## src/upf_pkg.sv

```systemverilog
// Constants, encodings and register map of the under power factor stage.
// Assumes a 10 MHz system clock and a 5 ms protection program cycle.
`default_nettype none
package upf_pkg;

	// Clock and program cycle timing
	localparam int unsigned CLK_HZ         = 10_000_000;
	localparam int unsigned CYCLE_MS       = 5;
	localparam int unsigned CYCLE_CLKS_DEF = CLK_HZ / 1000 * CYCLE_MS;
	localparam int          DIV_W          = 16;

	// Power factor in hundredths, thresholds and reset ratio
	localparam int          PF_W          = 7;
	localparam logic [6:0]  THR_MIN       = 7'h05;
	localparam logic [6:0]  THR_MAX       = 7'h63;
	localparam logic [6:0]  TRIP_THR_RST  = 7'h50;
	localparam logic [6:0]  ALARM_THR_RST = 7'h5a;
	localparam logic [13:0] PCT_SCALE     = 14'h0064;
	localparam logic [13:0] RESET_PCT     = 14'h0067;

	// Widths of setting groups, delays, ratios and records
	localparam int GROUPS  = 8;
	localparam int GRP_W   = 3;
	localparam int DLY_W   = 19;
	localparam int REM_W   = 20;
	localparam int RATIO_W = 12;
	localparam int STAMP_W = 32;
	localparam int CNT_W   = 16;
	localparam int REC_N   = 12;
	localparam int REC_W   = 4;
	localparam int NSRC    = 5;

	// Power factor history taps, in program cycles
	localparam int PRE_TRIG_MS  = 20;
	localparam int PRE_FAULT_MS = 200;
	localparam int LAG_TRIG     = PRE_TRIG_MS / CYCLE_MS;
	localparam int LAG_FAULT    = PRE_FAULT_MS / CYCLE_MS;
	localparam int HIST_N       = LAG_FAULT;

	// Delay reset values, in program cycles
	localparam logic [DLY_W-1:0] DLY_TRIP_RST  = 19'h00014;
	localparam logic [DLY_W-1:0] DLY_ALARM_RST = 19'h00014;
	localparam logic [DLY_W-1:0] DLY_REL_RST   = 19'h00000;

	// Indication bit positions
	localparam int EV_BLOCK  = 0;
	localparam int EV_START  = 1;
	localparam int EV_TRIP   = 2;
	localparam int EV_ASTART = 3;
	localparam int EV_ALARM  = 4;

	// Record event codes
	localparam logic [2:0] REC_EV_START   = 3'h0;
	localparam logic [2:0] REC_EV_TRIP    = 3'h1;
	localparam logic [2:0] REC_EV_BLOCKED = 3'h2;

	typedef enum logic [2:0] {
		MODE_ON = 3'h0, MODE_BLOCKED = 3'h1, MODE_TEST = 3'h2,
		MODE_TEST_BLOCKED = 3'h3, MODE_OFF = 3'h4
	} upf_mode_t;

	typedef enum logic [2:0] {
		FORCE_NORMAL = 3'h0, FORCE_START = 3'h1, FORCE_TRIP = 3'h2,
		FORCE_BLOCKED = 3'h3, FORCE_ASTART = 3'h4, FORCE_ALARM = 3'h5
	} upf_force_t;

	typedef enum logic [5:0] {
		COND_NORMAL = 6'h01, COND_START = 6'h02, COND_TRIP = 6'h04,
		COND_BLOCKED = 6'h08, COND_ASTART = 6'h10, COND_ALARM = 6'h20
	} upf_cond_t;

	// Control, event mask and group register fields
	localparam int CTRL_MODE_LSB  = 0;
	localparam int CTRL_AVAIL_BIT = 3;
	localparam int CTRL_FORCE_LSB = 4;
	localparam int FIELD3_W       = 3;
	localparam int MASK_OFF_LSB   = 5;
	localparam int GRP_ALARM_LSB  = 8;

	// Register byte offsets
	localparam logic [7:0] OFF_CTRL      = 8'h00;
	localparam logic [7:0] OFF_TRIP_DLY  = 8'h04;
	localparam logic [7:0] OFF_ALARM_DLY = 8'h08;
	localparam logic [7:0] OFF_REL_DLY   = 8'h0c;
	localparam logic [7:0] OFF_EV_MASK   = 8'h10;
	localparam logic [7:0] OFF_CNT_CLR   = 8'h14;
	localparam logic [7:0] OFF_REC_SEL   = 8'h18;
	localparam logic [7:0] OFF_STATUS    = 8'h20;
	localparam logic [7:0] OFF_TRIP_REM  = 8'h24;
	localparam logic [7:0] OFF_ALARM_REM = 8'h28;
	localparam logic [7:0] OFF_EXP_TRIP  = 8'h2c;
	localparam logic [7:0] OFF_EXP_ALARM = 8'h30;
	localparam logic [7:0] OFF_RATIO     = 8'h34;
	localparam logic [7:0] OFF_CNT       = 8'h40;
	localparam logic [7:0] OFF_CNT_LAST  = 8'h50;
	localparam logic [7:0] OFF_REC_PF    = 8'h60;
	localparam logic [7:0] OFF_REC_REM   = 8'h64;
	localparam logic [7:0] OFF_REC_STAMP = 8'h68;
	localparam logic [7:0] OFF_GROUP     = 8'h80;
	localparam logic [7:0] OFF_GROUP_END = 8'h9c;

endpackage
`default_nettype wire

```

## src/upf_stage.sv

```systemverilog
// Under power factor protection stage with its Avalon-MM register slave.
// Assumes power factor and blocking come from logic on clk_sys, in hundredths.
`timescale 1ns/1ps
`default_nettype none

// Function
// - Trip when measured power factor below minimum
// - Release only at 103 percent of setting
// - Trip threshold 0.05 to 0.99, default 0.80
// - Alarm threshold 0.05 to 0.99, default 0.90
// - Trips only or trips plus alarms selection
// - Five operating modes, gated by global permission
// - Force status, gated by global forcing enable
// - Mode and forcing independent of setting group
// - Thresholds follow active group, live changeable
// - Blocking input sampled each program cycle
// - Unblocked pick-up starts operate delay timing
// - Blocked pick-up shows blocked, stops processing
// - Blocking clears start, runs release timing
// - Definite time operate and release delays
// - Exactly one of six conditions shown
// - Signed remaining trip time in cycles
// - Remaining alarm time and expected alarm delay
// - Measured to trip setting ratio shown
// - Measured to alarm setting ratio shown
// - ON and OFF events, individually selectable
// - Resettable counters for five events
// - Last twelve operation records kept
module upf_stage
	import upf_pkg::*;
#(
	parameter int unsigned CYCLE_CLKS = CYCLE_CLKS_DEF
)(
	input  wire logic              clk_sys,
	input  wire logic              rst,
	input  wire logic [PF_W-1:0]   three_phase_power_factor,
	input  wire logic              block_in,
	input  wire logic [GRP_W-1:0]  active_group,
	input  wire logic              allow_node_mode,
	input  wire logic              allow_stage_forcing,
	input  wire logic [7:0]        avs_address,
	input  wire logic              avs_read,
	input  wire logic              avs_write,
	input  wire logic [31:0]       avs_writedata,
	output logic      [31:0]       avs_readdata,
	output logic                   avs_waitrequest,
	output logic                   start_out,
	output logic                   trip_out,
	output logic                   alarm_start_out,
	output logic                   alarm_out,
	output logic                   blocked_out,
	output upf_cond_t              condition,
	output logic      [NSRC-1:0]   event_on,
	output logic      [NSRC-1:0]   event_off,
	output logic      [STAMP_W-1:0] event_stamp
);

	// Pick-up test with hysteresis: once held, release needs the reset ratio
	function automatic logic picked(input logic [PF_W-1:0] pf, input logic [PF_W-1:0] thr,
		input logic held);
		if (held)
			picked = ({7'h00, pf} * PCT_SCALE) < ({7'h00, thr} * RESET_PCT);
		else
			picked = pf < thr;
	endfunction

	// Measured over setting in hundredths; saturates on a zero setting
	function automatic logic [RATIO_W-1:0] ratio(input logic [PF_W-1:0] pf,
		input logic [PF_W-1:0] thr);
		logic [13:0] num;
		num = {7'h00, pf} * PCT_SCALE;
		if (thr == 7'h00)
			ratio = '1;
		else
			ratio = RATIO_W'(num / {7'h00, thr});
	endfunction

	// Indication pattern that a forced status stands for
	function automatic logic [NSRC-1:0] force_vec(input upf_force_t f);
		case (f)
			FORCE_START:   force_vec = 5'h02;
			FORCE_TRIP:    force_vec = 5'h06;
			FORCE_BLOCKED: force_vec = 5'h01;
			FORCE_ASTART:  force_vec = 5'h08;
			FORCE_ALARM:   force_vec = 5'h18;
			default:       force_vec = 5'h00;
		endcase
	endfunction

	// Single condition by severity
	function automatic upf_cond_t cond_of(input logic [NSRC-1:0] ind);
		if (ind[EV_TRIP])
			cond_of = COND_TRIP;
		else if (ind[EV_ALARM])
			cond_of = COND_ALARM;
		else if (ind[EV_START])
			cond_of = COND_START;
		else if (ind[EV_ASTART])
			cond_of = COND_ASTART;
		else if (ind[EV_BLOCK])
			cond_of = COND_BLOCKED;
		else
			cond_of = COND_NORMAL;
	endfunction

	logic [DIV_W-1:0]   div_cnt;
	logic               ack;
	upf_mode_t          mode_q;
	upf_force_t         force_q;
	logic               trips_only;
	logic [DLY_W-1:0]   trip_dly;
	logic [DLY_W-1:0]   alarm_dly;
	logic [DLY_W-1:0]   rel_dly;
	logic [2*NSRC-1:0]  ev_mask;
	logic [REC_W-1:0]   rec_sel;
	logic [PF_W-1:0]    thr_trip [GROUPS];
	logic [PF_W-1:0]    thr_alarm [GROUPS];
	logic [1:0]         pick_q;
	logic [1:0]         go_q;
	logic [1:0]         op_q;
	logic               blk_q;
	logic [DLY_W-1:0]   cnt_q [2];
	logic [DLY_W-1:0]   rel_q [2];
	logic [NSRC-1:0]    ind_prev;
	logic [STAMP_W-1:0] stamp;
	logic [CNT_W-1:0]   ev_cnt [NSRC];
	logic [PF_W-1:0]    hist [HIST_N];
	logic [31:0]        rec_pf [REC_N];
	logic [REM_W-1:0]   rec_rem [REC_N];
	logic [STAMP_W-1:0] rec_stamp [REC_N];
	logic [REC_W-1:0]   rec_ptr;
	logic [REC_W-1:0]   rec_cnt;
	logic [31:0]        rd_word;

	// Program cycle enable; every comparison and timer steps on it
	wire tick = (div_cnt == DIV_W'(CYCLE_CLKS - 1));

	always_ff @(posedge clk_sys)
	begin
		if (rst || tick)
			div_cnt <= '0;
		else
			div_cnt <= div_cnt + 1'b1;
	end

	// Bus handshake: every access answers after exactly one wait cycle
	wire req    = avs_read | avs_write;
	wire wr_go  = avs_write & ack;
	assign avs_waitrequest = req & ~ack;

	wire wr_ctrl   = wr_go && (avs_address == OFF_CTRL);
	wire wr_tdly   = wr_go && (avs_address == OFF_TRIP_DLY);
	wire wr_adly   = wr_go && (avs_address == OFF_ALARM_DLY);
	wire wr_rdly   = wr_go && (avs_address == OFF_REL_DLY);
	wire wr_mask   = wr_go && (avs_address == OFF_EV_MASK);
	wire wr_clr    = wr_go && (avs_address == OFF_CNT_CLR);
	wire wr_sel    = wr_go && (avs_address == OFF_REC_SEL);
	wire in_group  = (avs_address >= OFF_GROUP) && (avs_address <= OFF_GROUP_END)
		&& (avs_address[1:0] == 2'h0);
	wire wr_grp    = wr_go && in_group;
	wire [GRP_W-1:0] grp_idx = avs_address[4:2];
	wire in_cnt    = (avs_address >= OFF_CNT) && (avs_address <= OFF_CNT_LAST)
		&& (avs_address[1:0] == 2'h0);

	// Written fields and their acceptance
	wire [FIELD3_W-1:0] wd_mode  = avs_writedata[CTRL_MODE_LSB +: FIELD3_W];
	wire [FIELD3_W-1:0] wd_force = avs_writedata[CTRL_FORCE_LSB +: FIELD3_W];
	wire [PF_W-1:0] wd_thr_t = avs_writedata[0 +: PF_W];
	wire [PF_W-1:0] wd_thr_a = avs_writedata[GRP_ALARM_LSB +: PF_W];
	wire mode_ok  = allow_node_mode && (wd_mode <= MODE_OFF);
	wire force_ok = allow_stage_forcing && (wd_force <= FORCE_ALARM);
	wire thr_ok   = (wd_thr_t >= THR_MIN) && (wd_thr_t <= THR_MAX)
		&& (wd_thr_a >= THR_MIN) && (wd_thr_a <= THR_MAX);

	// Acknowledge and read data capture
	always_ff @(posedge clk_sys)
	begin
		if (rst)
		begin
			ack <= 1'b0;
			avs_readdata <= '0;
		end
		else
		begin
			ack <= req & ~ack;
			if (avs_read && !ack)
				avs_readdata <= rd_word;
		end
	end

	// Static settings; not part of any setting group
	always_ff @(posedge clk_sys)
	begin
		if (rst)
		begin
			mode_q <= MODE_ON;
			force_q <= FORCE_NORMAL;
			trips_only <= 1'b0;
			trip_dly <= DLY_TRIP_RST;
			alarm_dly <= DLY_ALARM_RST;
			rel_dly <= DLY_REL_RST;
			ev_mask <= '1;
			rec_sel <= '0;
		end
		else
		begin
			if (wr_ctrl)
			begin
				if (mode_ok)
					mode_q <= upf_mode_t'(wd_mode);
				if (force_ok)
					force_q <= upf_force_t'(wd_force);
				trips_only <= avs_writedata[CTRL_AVAIL_BIT];
			end
			if (wr_tdly)
				trip_dly <= avs_writedata[DLY_W-1:0];
			if (wr_adly)
				alarm_dly <= avs_writedata[DLY_W-1:0];
			if (wr_rdly)
				rel_dly <= avs_writedata[DLY_W-1:0];
			if (wr_mask)
				ev_mask <= avs_writedata[2*NSRC-1:0];
			if (wr_sel && (avs_writedata[REC_W-1:0] < REC_W'(REC_N)))
				rec_sel <= avs_writedata[REC_W-1:0];
		end
	end

	// Per-group thresholds; writable while the stage runs
	always_ff @(posedge clk_sys)
	begin
		if (rst)
		begin
			for (int g = 0; g < GROUPS; g++)
			begin
				thr_trip[g] <= TRIP_THR_RST;
				thr_alarm[g] <= ALARM_THR_RST;
			end
		end
		else if (wr_grp && thr_ok)
		begin
			thr_trip[grp_idx] <= wd_thr_t;
			thr_alarm[grp_idx] <= wd_thr_a;
		end
	end

	// Effective mode and forcing; a withdrawn permission falls back to defaults
	wire upf_mode_t  mode_eff  = allow_node_mode ? mode_q : MODE_ON;
	wire upf_force_t force_eff = allow_stage_forcing ? force_q : FORCE_NORMAL;
	wire running = (mode_eff != MODE_OFF);
	wire test_md = (mode_eff == MODE_TEST) || (mode_eff == MODE_TEST_BLOCKED);
	wire blk     = block_in || (mode_eff == MODE_BLOCKED) || (mode_eff == MODE_TEST_BLOCKED);

	// Stage 0 is trip, stage 1 is alarm
	wire [PF_W-1:0]  pf = three_phase_power_factor;
	wire [PF_W-1:0]  thr_sel [2];
	wire [DLY_W-1:0] dly_sel [2];
	wire [1:0]       pick_n;
	wire [1:0]       go_n;
	wire [1:0]       reach;
	wire [DLY_W-1:0] cnt_inc [2];
	wire [DLY_W-1:0] rel_inc [2];
	assign thr_sel[0] = thr_trip[active_group];
	assign thr_sel[1] = thr_alarm[active_group];
	assign dly_sel[0] = trip_dly;
	assign dly_sel[1] = alarm_dly;

	for (genvar s = 0; s < 2; s++)
	begin : g_stage
		wire en = running && ((s == 0) || !trips_only);
		assign pick_n[s] = en && picked(pf, thr_sel[s], pick_q[s]);
		assign go_n[s] = pick_n[s] && !blk;
		assign cnt_inc[s] = (&cnt_q[s]) ? cnt_q[s] : cnt_q[s] + 1'b1;
		assign rel_inc[s] = (&rel_q[s]) ? rel_q[s] : rel_q[s] + 1'b1;
		assign reach[s] = cnt_inc[s] >= dly_sel[s];
	end

	// Definite time timers; block and loss of pick-up share the release path
	always_ff @(posedge clk_sys)
	begin
		if (rst)
		begin
			pick_q <= '0;
			go_q <= '0;
			op_q <= '0;
			blk_q <= 1'b0;
			for (int s = 0; s < 2; s++)
			begin
				cnt_q[s] <= '0;
				rel_q[s] <= '0;
			end
		end
		else if (tick)
		begin
			pick_q <= pick_n;
			go_q <= go_n;
			op_q <= go_n & reach;
			blk_q <= running && blk && (|pick_n);
			for (int s = 0; s < 2; s++)
			begin
				if (!running)
				begin
					cnt_q[s] <= '0;
					rel_q[s] <= '0;
				end
				else if (go_n[s])
				begin
					cnt_q[s] <= cnt_inc[s];
					rel_q[s] <= '0;
				end
				else if (cnt_q[s] != '0)
				begin
					if (rel_inc[s] >= rel_dly)
					begin
						cnt_q[s] <= '0;
						rel_q[s] <= '0;
					end
					else
						rel_q[s] <= rel_inc[s];
				end
			end
		end
	end

	// Live indications: remaining times and ratios
	wire [REM_W-1:0] trip_rem = REM_W'({1'b0, trip_dly}) - REM_W'({1'b0, cnt_q[0]});
	wire [DLY_W-1:0] alarm_rem = (cnt_q[1] >= alarm_dly) ? '0 : alarm_dly - cnt_q[1];
	wire [RATIO_W-1:0] trip_ratio  = ratio(pf, thr_sel[0]);
	wire [RATIO_W-1:0] alarm_ratio = ratio(pf, thr_sel[1]);

	// Indication vector, forced or measured
	wire [NSRC-1:0] ind_raw = {op_q[1], go_q[1], op_q[0], go_q[0], blk_q};
	wire [NSRC-1:0] ind = (force_eff != FORCE_NORMAL) ? force_vec(force_eff) : ind_raw;
	wire [NSRC-1:0] io_mask = test_md ? ~((NSRC'(1) << EV_TRIP) | (NSRC'(1) << EV_ALARM)) : '1;
	wire [NSRC-1:0] rise = ind & ~ind_prev;
	wire [NSRC-1:0] fall = ~ind & ind_prev;

	// Outputs and events; test mode keeps trip and alarm off the I/O
	always_ff @(posedge clk_sys)
	begin
		if (rst)
		begin
			ind_prev <= '0;
			{alarm_out, alarm_start_out, trip_out, start_out, blocked_out} <= '0;
			condition <= COND_NORMAL;
			event_on <= '0;
			event_off <= '0;
			event_stamp <= '0;
		end
		else
		begin
			ind_prev <= ind;
			{alarm_out, alarm_start_out, trip_out, start_out, blocked_out} <= ind & io_mask;
			condition <= cond_of(ind);
			event_on <= rise & ev_mask[NSRC-1:0];
			event_off <= fall & ev_mask[MASK_OFF_LSB +: NSRC];
			event_stamp <= stamp;
		end
	end

	// Cycle stamp and event counters; a count on the clear cycle survives
	always_ff @(posedge clk_sys)
	begin
		if (rst)
		begin
			stamp <= '0;
			for (int i = 0; i < NSRC; i++)
				ev_cnt[i] <= '0;
		end
		else
		begin
			if (tick)
				stamp <= stamp + 1'b1;
			for (int i = 0; i < NSRC; i++)
			begin
				if (wr_clr && avs_writedata[i])
					ev_cnt[i] <= rise[i] ? CNT_W'(1) : '0;
				else if (rise[i] && !(&ev_cnt[i]))
					ev_cnt[i] <= ev_cnt[i] + 1'b1;
			end
		end
	end

	// Operation records on start, trip or blocked ON; oldest overwritten
	wire rec_go = rise[EV_TRIP] | rise[EV_START] | rise[EV_BLOCK];
	wire [2:0] rec_ev = rise[EV_TRIP] ? REC_EV_TRIP : (rise[EV_START] ? REC_EV_START
		: REC_EV_BLOCKED);
	wire [REC_W-1:0] next_ptr = (rec_ptr == REC_W'(REC_N - 1)) ? '0 : rec_ptr + 1'b1;
	wire [REC_W:0] rd_sum = {1'b0, rec_ptr} + (REC_W + 1)'(REC_N - 1) - {1'b0, rec_sel};
	wire [REC_W:0] rd_fix = (rd_sum >= (REC_W + 1)'(REC_N)) ? rd_sum - (REC_W + 1)'(REC_N)
		: rd_sum;
	wire [REC_W-1:0] rd_idx = rd_fix[REC_W-1:0];

	always_ff @(posedge clk_sys)
	begin
		if (rst)
		begin
			rec_ptr <= '0;
			rec_cnt <= '0;
			for (int i = 0; i < HIST_N; i++)
				hist[i] <= '0;
			for (int r = 0; r < REC_N; r++)
			begin
				rec_pf[r] <= '0;
				rec_rem[r] <= '0;
				rec_stamp[r] <= '0;
			end
		end
		else
		begin
			if (tick)
			begin
				hist[0] <= pf;
				for (int i = 1; i < HIST_N; i++)
					hist[i] <= hist[i-1];
			end
			if (rec_go)
			begin
				rec_pf[rec_ptr] <= {1'b0, rec_ev, 1'b0, active_group, 1'b0, hist[LAG_FAULT-1],
					1'b0, pf, 1'b0, hist[LAG_TRIG-1]};
				rec_rem[rec_ptr] <= trip_rem;
				rec_stamp[rec_ptr] <= stamp;
				rec_ptr <= next_ptr;
				if (rec_cnt != REC_W'(REC_N))
					rec_cnt <= rec_cnt + 1'b1;
			end
		end
	end

	// Read decode; unmapped or unaligned addresses read as zero
	always_comb
	begin
		rd_word = '0;
		if (avs_address == OFF_CTRL)
			rd_word = {25'h0, force_q, trips_only, mode_q};
		else if (avs_address == OFF_TRIP_DLY)
			rd_word = {13'h0, trip_dly};
		else if (avs_address == OFF_ALARM_DLY)
			rd_word = {13'h0, alarm_dly};
		else if (avs_address == OFF_REL_DLY)
			rd_word = {13'h0, rel_dly};
		else if (avs_address == OFF_EV_MASK)
			rd_word = {22'h0, ev_mask};
		else if (avs_address == OFF_REC_SEL)
			rd_word = {28'h0, rec_sel};
		else if (avs_address == OFF_STATUS)
			rd_word = {16'h0, rec_cnt, active_group, mode_eff, condition};
		else if (avs_address == OFF_TRIP_REM)
			rd_word = {{12{trip_rem[REM_W-1]}}, trip_rem};
		else if (avs_address == OFF_ALARM_REM)
			rd_word = {13'h0, alarm_rem};
		else if (avs_address == OFF_EXP_TRIP)
			rd_word = {13'h0, trip_dly};
		else if (avs_address == OFF_EXP_ALARM)
			rd_word = {13'h0, alarm_dly};
		else if (avs_address == OFF_RATIO)
			rd_word = {4'h0, alarm_ratio, 4'h0, trip_ratio};
		else if (in_cnt)
			rd_word = {16'h0, ev_cnt[avs_address[4:2]]};
		else if (avs_address == OFF_REC_PF)
			rd_word = rec_pf[rd_idx];
		else if (avs_address == OFF_REC_REM)
			rd_word = {{12{rec_rem[rd_idx][REM_W-1]}}, rec_rem[rd_idx]};
		else if (avs_address == OFF_REC_STAMP)
			rd_word = rec_stamp[rd_idx];
		else if (in_group)
			rd_word = {17'h0, thr_alarm[grp_idx], 1'b0, thr_trip[grp_idx]};
	end

endmodule
`default_nettype wire

```

## config.mk

```make
export PLATFORM = sky130hd
export DESIGN_NAME = upf_stage
export DESIGN_NICKNAME = d
export VERILOG_FILES = /design/src/upf_pkg.sv /design/src/upf_stage.sv
export SDC_FILE = /design/constraint.sdc
export NUM_CORES = 2
export LEC_CHECK = 0
export BUFFER_PORTS_ARGS = -buffer_cell sky130_fd_sc_hd__buf_2
export CELL_PAD_IN_SITES_DETAIL_PLACEMENT = 1
export CELL_PAD_IN_SITES_GLOBAL_PLACEMENT = 1
export CORE_ASPECT_RATIO = 2
export CORE_MARGIN = 5
export CORE_UTILIZATION = 50
export CTS_CLUSTER_DIAMETER = 120
export DETAILED_ROUTE_END_ITERATION = 8
export PLACE_DENSITY = 0.86
export SYNTH_ARGS = -nofsm -noshare
export SYNTH_HDL_FRONTEND = slang
export SYNTH_SLANG_ARGS = --single-unit
```

## constraint.sdc

```tcl
create_clock -name clk_sys -period 97.3 [get_ports clk_sys]
set_input_delay 9.73 -clock clk_sys [delete_from_list [all_inputs] [get_ports clk_sys]]
set_output_delay 9.73 -clock clk_sys [all_outputs]
set_load 0.02 [all_outputs]
```

==> metrics.md <==
| Metric | Value |
|---|---|
| Overflow after GRT | `0` |
| Worst-Skew Late Latency | `slightly below 0.9 ns` |
| Flip-flop and latch area | `roughly 58,000 µm²` |
| CP arrival | `around 45 ns` |
| Clock network power share | `between 15 and 20%` |
| First-pass GRT wire length | `around 550,000 µm` |
| Sw Pwr | `roughly 1900 µW` |
| Dominant synthesized flop cell | `edfxtp_1` |
| Register share of total power | `approximately a quarter` |
| Wire length per cell | `between 30 and 40 µm` |
| Synthesized area | `105,000 µm²` |
| Antenna viol nets, final | `0` |
| Root Buffer | `clkbuf_16` |
| Largest net degree at the start of global routing | `160` |
| Synth warnings | `0` |
| CTS sink count | `slightly above 2k` |
| Pre-CTS setup slack | `between 50 and 60 ns` |
| Post-route DRC | `0` |
| P_int | `approximately 2300 µW` |
| Total power | `around 4200 µW` |
| Fin util | `a little over half` |
| Worst r2r path cells | `between 100 and 150` |
| Starting Density | `around 50%` |
| Total number of vias | `77.1k` |
| Final Skew | `roughly 0.094 ns` |
| Slew HR | `approximately 1.8%` |
| Final setup TNS | `0 ns` |
| GP Congestion | `slightly below 1` |
| Final Hold Fails | `0` |
| Delay of the slowest critical-path stage | `0.86 ns` |
| Num rows | `between 200 and 250` |
| CTS Hold Bufs | `0` |
| Number of global-route vias before repair | `roughly 83k` |
| Chip height | `between 600 and 700 µm` |
| Status | `finished, final reports clean` |
| Buffers added on ports | `around 130` |
| Synthesis-to-finish area growth | `9.13%` |
| IO Pins | `143` |
| Distinct cells, synth | `111` |
| Most common cell after layout, fill and taps aside | `edfxtp_1` |
| Pre-antenna DRT Iters | `8` |
| F_max | `approximately 23 MHz` |
| Final HPWL from detailed placement | `245,000 µm` |
| Sw Share | `44.5%` |
| Post-CTS Setup Inserts | `0` |
| Initial DRC count | `~8.2k` |
| Pwr dens | `roughly 37 nW/µm²` |
| Antenna violations before repair | `27` |
| Post-Route WL | `approximately 380,000 µm` |
| Die X | `334 µm` |
| CTS tree | `yes` |
| Fillers | `approximately 21k` |
| H-tree Lvls | `4` |
| Most frequent cells in the layout | `edfxtp_1 (1,796), nor2_1 (716), and3_1 (689)` |
| Vias per cell | `between 6 and 7` |
| Max cap viols | `0` |
| Final setup viols | `0` |
| Clock Pin Slew Worst Setup and Hold Paths | `about 0.060 ns` |
| Ratio of cells with drive above 1 in the final layout | `between 10% and 20%` |
| Async S/R FF share, synth | `0%` |
| RSZ-0062 raised after global routing | `no` |
| Synthesized flop and latch total | `slightly above 2k` |
| Syn Nets | `9,108` |
| HP Class | `flip-flop to flip-flop` |
| Mean Syn Cell Area | `about 12 µm²` |
| Post-synth EDFFs | `approximately 1.8k` |
| Multi-input logic area | `about 43,000 µm²` |
| Minimum clock period | `~44 ns` |
| Syn Inst Count | `8,580` |
| VDD IR-drop max | `0.131 mV` |
| Final WS setup | `53.33 ns` |
| Period utilisation layout | `~45%` |
| Type of destination of the critical path | `flip-flop` |
| Crit path max fanout | `23` |
| Post-cts sizing count | `0` |
| Fin. max-slew vios | `0` |
| Worst setup SP type | `input port` |
| Critical path data required time | `~98 ns` |
| WS Path Type | `input port to flip-flop` |
| Global Route Usage Sum | `approximately a third` |
| Slowest CP cell | `o21bai_1` |
| Post-synthesis sequential area ratio | `a little under three fifths` |
| Hold Path Depth | `2` |
| Layout Nets | `9,015` |
| Cts bufs inserted | `roughly 180` |
| CTS Buffer Depth | `4` |
| DIE AREA | `approximately 220,000 µm²` |
| Total core area | `~210,000 µm²` |
| Most used cell, CP | `o21a_1` |
| Leak | `around 0.045 µW` |
| Gate power share | `about three fifths` |
| Worst-margin pin slew | `between 1 and 1.5 ns` |
[cell type report]
type | count | share of cell area, %
Sequential cell | 2024 | 51.2
Multi-Input combinational cell | 5682 | 37.8
Clock buffer | 246 | 4.48
Tap cell | 2748 | 3.01
Timing Repair Buffer | 293 | 1.75
Inverter | 303 | 1.00
Clock inverter | 85 | 0.715
Antenna cell | 16 | 0.0350
[state kept, by name, summed over array words and instances (netlist names), 38 cells and up]
name,flops
cnt_q,38
hist,280
rel_q,38
ev_cnt,80
thr_trip,56
thr_alarm,56
rec_rem,320
rec_pf,416
rec_stamp,512
[kinds of logic after synthesis]
family	count (synthesis)	synth area share, %
and+or+nand+nor	3277	16.2
AOI/OAI and AO/OA	1184	7.42
buffers and inverters	874	3.19
adders and majority gates	474	5.83
muxes	495	9.39
xor gates and xnor gates	252	2.11
DFF	2024	55.9
[worst max-delay path: cells and delay by family]
kind                       cells  cell delay, ns
buffers and inverters          7            1.80
and+or+nand+nor               39           10.14
AOI/OAI and AO/OA             68           16.51
adders and majority gates     17            5.58
muxes                          3            0.85
[metrics by stage]
| step | cells | cell area, µm² | hold WS, ns |
|---|---|---|---|
| 2_1_floorplan | 8580 | 105000 | 0.416 |
| 3_3_place_gp | 11000 | 108000 | 0.428 |
| 3_5_place_dp | 11000 | 108000 | 0.447 |
| 4_1_cts | 11400 | 114000 | 0.455 |
| 5_1_grt | 11400 | 114000 | 0.481 |
| 6_report | 11400 | 114000 | 0.455 |
[synth_stat cells, drive strengths merged, types with 16 or more instances]
master  count  share of area [%]
and3      691                4.1
dfxtp     228                4.4
nand2b     97               0.58
or3        72               0.43
inv       302                1.1
nor4       37               0.25
a221oi     22               0.19
buf        72               0.31
or2        32               0.19
nand3b     19               0.14
o31ai      33               0.25
a21oi     328                1.6
o211ai     32               0.24
nand3     136               0.65
o22ai      22               0.13
a31oi      59               0.35
xnor2     132                1.1
mux4      384                8.3
o21a       96               0.69
clkbuf    499                1.8
mux2       54               0.59
nand2     623                2.2
a211oi    103               0.74
a211o      16               0.13
a21o       80               0.57
nand4      76               0.45
o221ai     17               0.14
edfxtp   1796                 51
fa         25               0.48
xor2      120                1.0
nor2      722                2.6
o21ai     226                1.1
and2      379                2.3
mux2i      57               0.54
nor2b     178                1.1
nor3      157               0.76
ha        446                5.3
[path summary, 6_finish.rpt]
kind                                                     from                       endpoint  slack [ns]
worst min register to register  avs_readdata[18]$_SDFFE_PP0P_  avs_readdata[18]$_SDFFE_PP0P_        0.46
worst max-delay path              three_phase_power_factor[1]   avs_readdata[0]$_SDFFE_PP0P_       53.33
worst max register to register   thr_trip[7][2]$_SDFFCE_PN0P_   avs_readdata[0]$_SDFFE_PP0P_       63.71
worst min-delay path            avs_readdata[18]$_SDFFE_PP0P_  avs_readdata[18]$_SDFFE_PP0P_        0.46
[metal layers]
layer / global-route usage, % / wire [µm] / up-vias
met5: 0 / 66 / -
met4: 31.0 / 42700 / 10
met3: 6.76 / 31400 / 1760
met2: 58.1 / 190000 / 4935
met1: 34.8 / 118000 / 38700
li1: - / - / 31700
[power by group through the flow]
| stage | Clock (µW) | Sequential, µW | Combinational [µW] |
|---|---|---|---|
| 5_1_grt | 791 | 976 | 2680 |
| 3_3_place_gp | 0 | 989 | 2290 |
| 2_1_floorplan | 0 | 990 | 1810 |
| 4_1_cts | 752 | 975 | 2420 |
| 6_report | 749 | 975 | 2460 |
| 3_5_place_dp | 0 | 993 | 2400 |
(Power assumes the default switching activity.)
